==> config.mk <==
export PLATFORM = sky130hd
export DESIGN_NAME = smi_ctl
export DESIGN_NICKNAME = d
export VERILOG_FILES = /design/src/logic/smi_pkg.sv /design/src/logic/smi_gate_if.sv /design/src/logic/smi_ctl.sv /design/src/logic/smi_gate.sv
export SDC_FILE = /design/constraint.sdc
export NUM_CORES = 1
export LEC_CHECK = 0
export BUFFER_PORTS_ARGS = -buffer_cell sky130_fd_sc_hd__buf_2
export CORE_ASPECT_RATIO = 1.1
export CORE_MARGIN = 8
export CORE_UTILIZATION = 51
export CTS_CLUSTER_SIZE = 8
export DETAILED_ROUTE_END_ITERATION = 8
export PLACE_DENSITY = 0.85
export SLEW_MARGIN = 20
export SYNTH_ARGS = -nofsm -noshare
export SYNTH_HDL_FRONTEND = slang
export SYNTH_HIERARCHICAL = 1
export SYNTH_SLANG_ARGS = --single-unit
==> constraint.sdc <==
create_clock -name aclk -period 2.9 [get_ports aclk]
set_input_delay 0.145 -clock aclk [delete_from_list [all_inputs] [get_ports aclk]]
set_output_delay 0.145 -clock aclk [all_outputs]
set_load 0.1 [all_outputs]
==> src/logic/smi_pkg.sv <==
// Purpose: constants for the legacy smi control/status block
// Assumes: 32-bit axi4-lite register bus, one aligned word per register
// Notes: status half in bits 31:16, enables in bits 15:0
package smi_pkg;
  // ==========================================================================
  // register map
  localparam logic [7:0] ctl_sts_off = 8'h00;
  localparam logic [7:0] irq_sts_off = 8'h04;
  localparam logic [7:0] irq_mask_off = 8'h08;
  localparam logic [7:0] host_sts_off = 8'h0c;
  // ==========================================================================
  // field positions (enable bit n pairs with status bit n+16)
  localparam int sts_base = 16;
  localparam int en_bar = 15;
  localparam int en_pci_cmd = 14;
  localparam int en_os_own = 13;
  localparam int en_async_adv = 5;
  localparam int en_host_err = 4;
  localparam int en_flr = 3;
  localparam int en_port_chg = 2;
  localparam int en_xfer_err = 1;
  localparam int en_xfer_done = 0;
  // writable enables
  localparam logic [15:0] en_mask = 16'he03f;
  // host status flags (write one to clear), low six bits
  localparam int hs_width = 6;
  // ==========================================================================
  // reset values and response codes
  localparam logic [15:0] en_reset = 16'h0000;
  localparam logic [1:0] irq_reset = 2'h0;
  localparam logic [1:0] resp_okay = 2'h0;
  localparam logic [1:0] resp_slverr = 2'h2;
endpackage : smi_pkg

==> src/logic/smi_gate_if.sv <==
// Purpose: status and enable pair carried to the smi gate
// Assumes: single clock
// Notes: none
`timescale 1ns/10ps
interface smi_gate_if;
  logic [15:0] sts;
  logic [15:0] en;
  logic req;
  modport ctl (output sts, output en, input req);
  modport gate (input sts, input en, output req);
endinterface : smi_gate_if

==> src/logic/smi_ctl.sv <==
// Purpose: legacy smi enable/status register with axi4-lite slave
// Assumes: host status flags and legacy events arrive as same-clock pulses
// Notes: host shadow status bits are read-only, cleared via host status word; legacy bits 31:29 clear by write-one
`timescale 1ns/10ps

// Overview of operation
// - transfer-complete smi status is read-only, mirrors host transfer_complete_irq_flag
// - bar enable bit 15 with bar status raises smi
// - pci command enable with pci command status raises smi
// - ownership enable with ownership change status raises smi
// - async advance enable bit 5 with status raises smi one cycle after the status bit sets
// - host system error enable bit 4 with status raises smi
// - frame list rollover enable bit 3 with status raises smi
// - port change enable bit 2 with status raises smi
// - transfer error enable bit 1 with status raises smi one cycle after the status bit sets
// - transfer complete enable bit 0 with status raises smi one cycle after the status bit sets
// - rollover status mirrors host flag, cleared through that flag
// - port change status mirrors host flag, cleared through that flag
// - transfer error status mirrors transfer_error_irq_flag, cleared through it
module smi_ctl (
  input wire logic aclk,
  input wire logic aresetn,
  input wire logic [31:0] s_axi_awaddr,
  input wire logic s_axi_awvalid,
  output logic s_axi_awready,
  input wire logic [31:0] s_axi_wdata,
  input wire logic [3:0] s_axi_wstrb,
  input wire logic s_axi_wvalid,
  output logic s_axi_wready,
  output logic [1:0] s_axi_bresp,
  output logic s_axi_bvalid,
  input wire logic s_axi_bready,
  input wire logic [31:0] s_axi_araddr,
  input wire logic s_axi_arvalid,
  output logic s_axi_arready,
  output logic [31:0] s_axi_rdata,
  output logic [1:0] s_axi_rresp,
  output logic s_axi_rvalid,
  input wire logic s_axi_rready,
  input wire logic [5:0] host_evt,
  input wire logic bar_evt,
  input wire logic pci_cmd_evt,
  input wire logic os_own_evt,
  output logic smi_req,
  output logic irq
);
  // ==========================================================================
  // write channel capture
  logic aw_full_q;
  logic w_full_q;
  logic [7:0] aw_addr_q;
  logic [31:0] w_data_q;
  logic [3:0] w_strb_q;
  logic bvalid_q;
  logic [1:0] bresp_q;
  logic awready_q;
  logic wready_q;
  logic arready_q;
  // take only while ready stands, so a held request never lands twice
  wire aw_take = s_axi_awvalid && awready_q;
  wire w_take = s_axi_wvalid && wready_q;
  wire wr_go = aw_full_q && w_full_q && !bvalid_q;
  wire sel_ctl = wr_go && aw_addr_q == smi_pkg::ctl_sts_off;
  wire sel_irqs = wr_go && aw_addr_q == smi_pkg::irq_sts_off;
  wire sel_mask = wr_go && aw_addr_q == smi_pkg::irq_mask_off;
  wire sel_host = wr_go && aw_addr_q == smi_pkg::host_sts_off;
  wire wr_hit = sel_ctl || sel_irqs || sel_mask || sel_host;
  always_ff @(posedge aclk) begin
    if (!aresetn) begin
      aw_full_q <= 1'b0;
      w_full_q <= 1'b0;
      aw_addr_q <= 8'h00;
      w_data_q <= 32'h0000_0000;
      w_strb_q <= 4'h0;
    end else begin
      if (aw_take) begin
        aw_full_q <= 1'b1;
        aw_addr_q <= s_axi_awaddr[7:0];
      end else if (wr_go) begin
        aw_full_q <= 1'b0;
      end
      if (w_take) begin
        w_full_q <= 1'b1;
        w_data_q <= s_axi_wdata;
        w_strb_q <= s_axi_wstrb;
      end else if (wr_go) begin
        w_full_q <= 1'b0;
      end
    end
  end
  always_ff @(posedge aclk) begin
    if (!aresetn) begin
      bvalid_q <= 1'b0;
      bresp_q <= smi_pkg::resp_okay;
    end else if (wr_go) begin
      bvalid_q <= 1'b1;
      bresp_q <= wr_hit ? smi_pkg::resp_okay : smi_pkg::resp_slverr;
    end else if (s_axi_bready) begin
      bvalid_q <= 1'b0;
    end
  end
  // ==========================================================================
  // byte-lane write masks
  wire [31:0] lane = {{8{w_strb_q[3]}}, {8{w_strb_q[2]}}, {8{w_strb_q[1]}}, {8{w_strb_q[0]}}};
  wire [31:0] wmask = w_data_q & lane;
  // ==========================================================================
  // enables; status half takes no writes here, ones in bits 31:29 clear the legacy bits
  logic [15:0] en_q;
  wire [15:0] en_d = (en_q & ~lane[15:0]) | (wmask[15:0] & smi_pkg::en_mask);
  always_ff @(posedge aclk) begin
    if (!aresetn) begin
      en_q <= smi_pkg::en_reset;
    end else if (sel_ctl) begin
      en_q <= en_d;
    end
  end
  // ==========================================================================
  // host status flags: the only place the six host shadow bits are cleared
  logic [5:0] host_q;
  wire [5:0] host_clr = sel_host ? wmask[5:0] : 6'h00;
  always_ff @(posedge aclk) begin
    if (!aresetn) begin
      host_q <= 6'h00;
    end else begin
      // set wins over a clear in the same cycle
      host_q <= (host_q & ~host_clr) | host_evt;
    end
  end
  // ==========================================================================
  // legacy status bits (bar, pci command, ownership) cleared by write-one
  logic [2:0] leg_q;
  wire [2:0] leg_evt = {bar_evt, pci_cmd_evt, os_own_evt};
  wire [2:0] leg_clr = sel_ctl ? wmask[31:29] : 3'h0;
  always_ff @(posedge aclk) begin
    if (!aresetn) begin
      leg_q <= 3'h0;
    end else begin
      leg_q <= (leg_q & ~leg_clr) | leg_evt;
    end
  end
  // ==========================================================================
  // shadow status word, wired straight from host flags and legacy status bits
  wire [15:0] sts_w;
  assign sts_w[smi_pkg::en_xfer_done] = host_q[0];
  assign sts_w[smi_pkg::en_xfer_err] = host_q[1];
  assign sts_w[smi_pkg::en_port_chg] = host_q[2];
  assign sts_w[smi_pkg::en_flr] = host_q[3];
  assign sts_w[smi_pkg::en_host_err] = host_q[4];
  assign sts_w[smi_pkg::en_async_adv] = host_q[5];
  assign sts_w[12:6] = 7'h00;
  assign sts_w[15:13] = leg_q;
  wire [31:0] ctl_word = {sts_w, en_q};
  // ==========================================================================
  // smi combination
  smi_gate_if gi ();
  // pairwise and
  assign gi.sts = sts_w;
  assign gi.en = en_q;
  smi_gate u_gate (
    .aclk(aclk),
    .aresetn(aresetn),
    .g(gi.gate)
  );
  // ==========================================================================
  // interrupt: rising smi request sets a sticky bit, plus any write error
  logic [1:0] irq_sts_q;
  logic [1:0] irq_mask_q;
  logic req_prev_q;
  logic irq_q;
  wire [1:0] irq_evt = {wr_go && !wr_hit, gi.req && !req_prev_q};
  wire [1:0] irq_clr = sel_irqs ? wmask[1:0] : 2'h0;
  always_ff @(posedge aclk) begin
    if (!aresetn) begin
      irq_sts_q <= smi_pkg::irq_reset;
      irq_mask_q <= smi_pkg::irq_reset;
      req_prev_q <= 1'b0;
      irq_q <= 1'b0;
    end else begin
      irq_sts_q <= (irq_sts_q & ~irq_clr) | irq_evt;
      if (sel_mask) begin
        irq_mask_q <= (irq_mask_q & ~lane[1:0]) | wmask[1:0];
      end
      req_prev_q <= gi.req;
      irq_q <= |(irq_sts_q & irq_mask_q);
    end
  end
  // ==========================================================================
  // read channel
  logic rvalid_q;
  logic [31:0] rdata_q;
  logic [1:0] rresp_q;
  wire ar_take = s_axi_arvalid && arready_q;
  wire [7:0] ra = s_axi_araddr[7:0];
  wire rd_hit = ra == smi_pkg::ctl_sts_off || ra == smi_pkg::irq_sts_off ||
                ra == smi_pkg::irq_mask_off || ra == smi_pkg::host_sts_off;
  wire [31:0] rd_mux = (ra == smi_pkg::ctl_sts_off) ? ctl_word :
                       (ra == smi_pkg::irq_sts_off) ? {30'h0, irq_sts_q} :
                       (ra == smi_pkg::irq_mask_off) ? {30'h0, irq_mask_q} :
                       (ra == smi_pkg::host_sts_off) ? {26'h0, host_q} : 32'h0000_0000;
  always_ff @(posedge aclk) begin
    if (!aresetn) begin
      rvalid_q <= 1'b0;
      rdata_q <= 32'h0000_0000;
      rresp_q <= smi_pkg::resp_okay;
    end else if (ar_take) begin
      rvalid_q <= 1'b1;
      rdata_q <= rd_mux;
      rresp_q <= rd_hit ? smi_pkg::resp_okay : smi_pkg::resp_slverr;
    end else if (s_axi_rready) begin
      rvalid_q <= 1'b0;
    end
  end
  // ==========================================================================
  // output registers
  always_ff @(posedge aclk) begin
    if (!aresetn) begin
      awready_q <= 1'b0;
      wready_q <= 1'b0;
      arready_q <= 1'b0;
    end else begin
      // ready one cycle ahead; slot frees only after the pulse is used
      awready_q <= !aw_full_q && !bvalid_q && !aw_take && !wr_go;
      wready_q <= !w_full_q && !bvalid_q && !w_take && !wr_go;
      arready_q <= !rvalid_q && !ar_take;
    end
  end
  assign s_axi_awready = awready_q;
  assign s_axi_wready = wready_q;
  assign s_axi_arready = arready_q;
  assign s_axi_bvalid = bvalid_q;
  assign s_axi_bresp = bresp_q;
  assign s_axi_rvalid = rvalid_q;
  assign s_axi_rdata = rdata_q;
  assign s_axi_rresp = rresp_q;
  assign smi_req = gi.req;
  assign irq = irq_q;
endmodule : smi_ctl

==> src/logic/smi_gate.sv <==
// Purpose: combine enabled status bits into one smi request
// Assumes: status and enables sampled on aclk
// Notes: registered request, one cycle after cause
`timescale 1ns/10ps
module smi_gate (
  input wire logic aclk,
  input wire logic aresetn,
  smi_gate_if.gate g
);
  // ==========================================================================
  // gating
  wire [15:0] hits = g.sts & g.en;
  wire any_hit = |hits;
  logic req_q;
  always_ff @(posedge aclk) begin
    if (!aresetn) begin
      req_q <= 1'b0;
    end else begin
      req_q <= any_hit; // no frame wait, next edge
    end
  end
  assign g.req = req_q;
endmodule : smi_gate

==> run summary <==
The clock arrives with 0.006907 ns of skew. For this block, the routed nets add up to 8.437 mm of wire. The detailed-route DRC error count was 0; the count of antenna-violating nets left after detailed routing was 0.

The signal on the critical path passes through nor4_4 -> and4_1 -> and3b_1. The first global-routing pass estimated 14.30 mm of wire. The total area inside the core boundary comes to 7047 µm². The internal power of the cells totals 1854 µW.

Across every metal layer, demand over resource in global routing totals 16.58%. Row generation in the floorplan step produced 32 rows. Counting cells, the worst reg-to-reg path comes to 3. By startpoint and endpoint, the worst setup path is classified as flop to flop.

The run gives 0 as the number of antenna violations at the first check in global routing. The number of slew-limit violations in the final report came out at 0. Once the clock tree was built, the setup fixing pass inserted 0 buffers. The later pin in the worst-skew pair is clocked with a latency of 0.35 ns. The fraction of the cycle the final worst path needs was 54.83%; the post-CTS resize count was 0.

In this run the number of H-tree levels came out at 3. The share of layout cells above drive strength 1 came out at 24.02%. Summed over all cells, the static leakage comes to 0.001837 µW. The mean cell area of the mapped netlist is 9.109 µm², and the count of flip-flops with a built-in enable after synthesis is 0. In this run, the clock network consumes 38.1% of the power. The tool flagged a number of max-cap violations equal to 0.

The data required time of the critical path came out at 3.15 ns. In this run the worst hold path is classified as input port to flop. The library cell used most frequently in the layout, excluding fill and tap cells, is dfxtp_1.

The run gives 52.61% as the starting utilization of the core area. Leaving out fill and tap cells, the most frequent cells in the layout are dfxtp_1, buf_2, nand2_1, nand3_1, a21boi_0. In this run, the number of DRC markers left after iteration 0 of detailed routing was 133. Buffers inserted to repair hold after CTS numbered 0.

The number of global-route vias before repair was 3086. In the synthesized netlist the dominant register cell turns out to be dfxtp_1. The final hold violation count is 0. The critical path starts at aw_addr_q[5].

Sorting the synthesized cells by area gives the leading types as dfxtp_1, nand2_1, a21boi_0. The distinct cell type count after synthesis is 42, and the cell area after technology mapping is 3707 µm². The register bit total from synthesis works out to 89. TritonCTS built the clock tree. Across all register-to-register paths, the minimum setup slack is 1.31 ns.

Setup repair after global routing left no endpoint under its margin. Clock transition at the registers of the reported paths: 0.08 ns. The final critical delay including setup and external delays was 1.590 ns. Total number of clock tree sinks: 89. STA puts the critical path data arrival time at 1.84 ns.

The synthesized design spends more area on one cell type than any other, namely dfxtp_1. The maximum count of clock buffers along a single path was 2. The run finished with clean final reports. Using the TritonRoute via totals, the vias-per-cell ratio works out to 5.338. In this run the worst path has a maximum fanout of 8.

The final sum of negative setup slack was 0 ns; the floorplan die height was 105.4 µm. The share of total power consumed by net switching was 25.78%. In this run the clock root is driven by a clkbuf_8. The run gives 0.3403 mV as the maximum vdd drop.

The tools report the endpoint of the most critical register-to-register path as en_q[6]. After global routing the overflow that remains totals 0. In this run the worst setup path terminates at en_q[6]. Counting the buffers created by CTS gives 9. For the top achievable clock speed, the log shows 0.6289 GHz.

Synthesis handed over a netlist of 407 instances. Yosys printed 6 warnings. The count of buffers from port buffering is 80. For this design the ratio of total power to cell area is 578.2 nW/µm². The master of the slowest instance on the critical path is and4_1.

The share of the Yosys chip area taken by registers is 48.06%. The horizontal die dimension is 97.29 µm, and the proportion of power drawn by combinational gates is 10.5%. The layout overhead on the synthesized area was 16.50%.

The kind of end point of the critical path was a flop. 0 antenna diodes ended up in the layout. At the pin with the least slew margin, the transition time is 0.8943 ns. The number of nets in the final layout is 594, and the routed length per placed instance is 14.85 µm. The logs give 0.7756 for the final weighted congestion in routability-driven placement and 51.4% for the register share of total power. The number of endpoints failing setup at the final stage came out at 0.

The worst register-to-register path begins at aw_addr_q[5]. The number of search-and-repair iterations in the first detailed-routing pass is 4. The number of top-level pins is 159. The worst setup path is launched from a flop. For this design the total switching power over the nets is 643.8 µW.

The die footprint was 10260 µm²; the worst slew margin relative to its limit was 40.23%. Counting flops with an async set or reset pin after synthesis yields a share of 0%. After filler insertion, the fill cell instance count of the layout stands at 622.

The delay of the slowest cell on the worst path is 0.53 ns, and the number of standard cells in the layout, taps in and fillers out is 568. Entering global routing, the biggest net connects 64 pins. Area fraction of the dominant cell type after synthesis: 48.06%. Along the worst hold path, the cell count comes to 3. The wire-length estimate of the detail-placed layout is 6.229 mm. The tools report the overall via count from detail_route as 3032.

The overall power of the completed layout was 2498 µW. Including well taps, the total number of placed cells is 552.
[through the flow]
step	util [%]	instance area (µm²)	worst slack [ns]	hold slack, ns
finish	61.29	4319	1.310	0.02995
global route	61.29	4319	1.198	0.03453
CTS	61.29	4319	1.302	0.02392
detailed placement	58.03	4089	1.302	0.4038
global placement	58.03	4089	1.316	0.3926
floorplan	-	3764	0.9538	0.2625
[metal layers]
metal | track usage, % | share of wire, %
met4 | 8.559 | 2.8
met3 | 5.160 | 7.0
met5 | 0 | 0
met2 | 26.57 | 47
met1 | 19.62 | 43
[worst max-delay path, delay by kind of cell, from the launching register on]
kind / cells / cell delay (ns)
and+or+nand+nor: 3 / 1.15
DFF: 1 / 0.34
[layout make-up]
cell class,instances,area (µm²),share of cell area (%)
timing repair buffer,82,415.4,9.618
tap,85,106.4,2.462
clock buffer,12,155.1,3.592
inverter,11,41.29,0.9560
multi-input combinational,285,1744,40.38
clock inverter,4,75.07,1.738
sequential,89,1782,41.25
[logic make-up (layout without fill, tap and decap cells)]
family                 after synthesis  after routing  synth area share (%)
AO/OA/AOI/OAI                       92             92                 18.12
multiplexers                        13             13                 4.185
other                                1             16                0.1012
buffers and inverters               48            109                 6.412
AND/OR/NAND/NOR                    164            164                 23.12
flip-flops                          89             89                 48.06
[power by group through the flow]
| stage | Combinational (µW) | Clock [µW] | Sequential, µW |
|---|---|---|---|
| after floorplan | 168 | 0 | 1350 |
| after global placement | 259 | 0 | 1310 |
| after detailed placement | 263 | 0 | 1310 |
| after CTS | 263 | 972 | 1280 |
| after global routing | 287 | 1020 | 1290 |
| final | 263 | 951 | 1280 |
[worst min path at each step]
stage | from | to | slack (ns)
after floorplan | aresetn | u_gate/g.req | 0.26
after global placement | s_axi_wdata[14] | w_data_q[14] | 0.39
after detailed placement | s_axi_wdata[14] | w_data_q[14] | 0.40
after CTS | s_axi_wdata[14] | w_data_q[14] | 0.02
after global routing | s_axi_wdata[14] | w_data_q[14] | 0.03
final | s_axi_wdata[14] | w_data_q[14] | 0.03
[Yosys cell counts (2+ instances only)]
cell type,count
a21boi_0,31
a221oi_2,2
a22o_1,2
a22oi_1,5
a31oi_1,8
a41oi_1,3
and2_1,5
and3_1,11
and3b_1,5
and4_1,2
buf_1,2
buf_2,6
buf_4,9
buf_6,2
clkbuf_1,17
dfxtp_1,89
inv_1,11
mux2i_1,11
mux4_2,2
nand2_1,75
nand2b_1,3
nand3_1,38
nand4_1,3
nor2_1,3
nor2b_1,3
nor3_1,2
nor3b_1,8
nor4_4,2
o2111ai_1,4
o21a_1,2
o21ai_0,19
o21ai_2,10
o31ai_1,3
No activity file was read; power rests on OpenSTA's default activity.
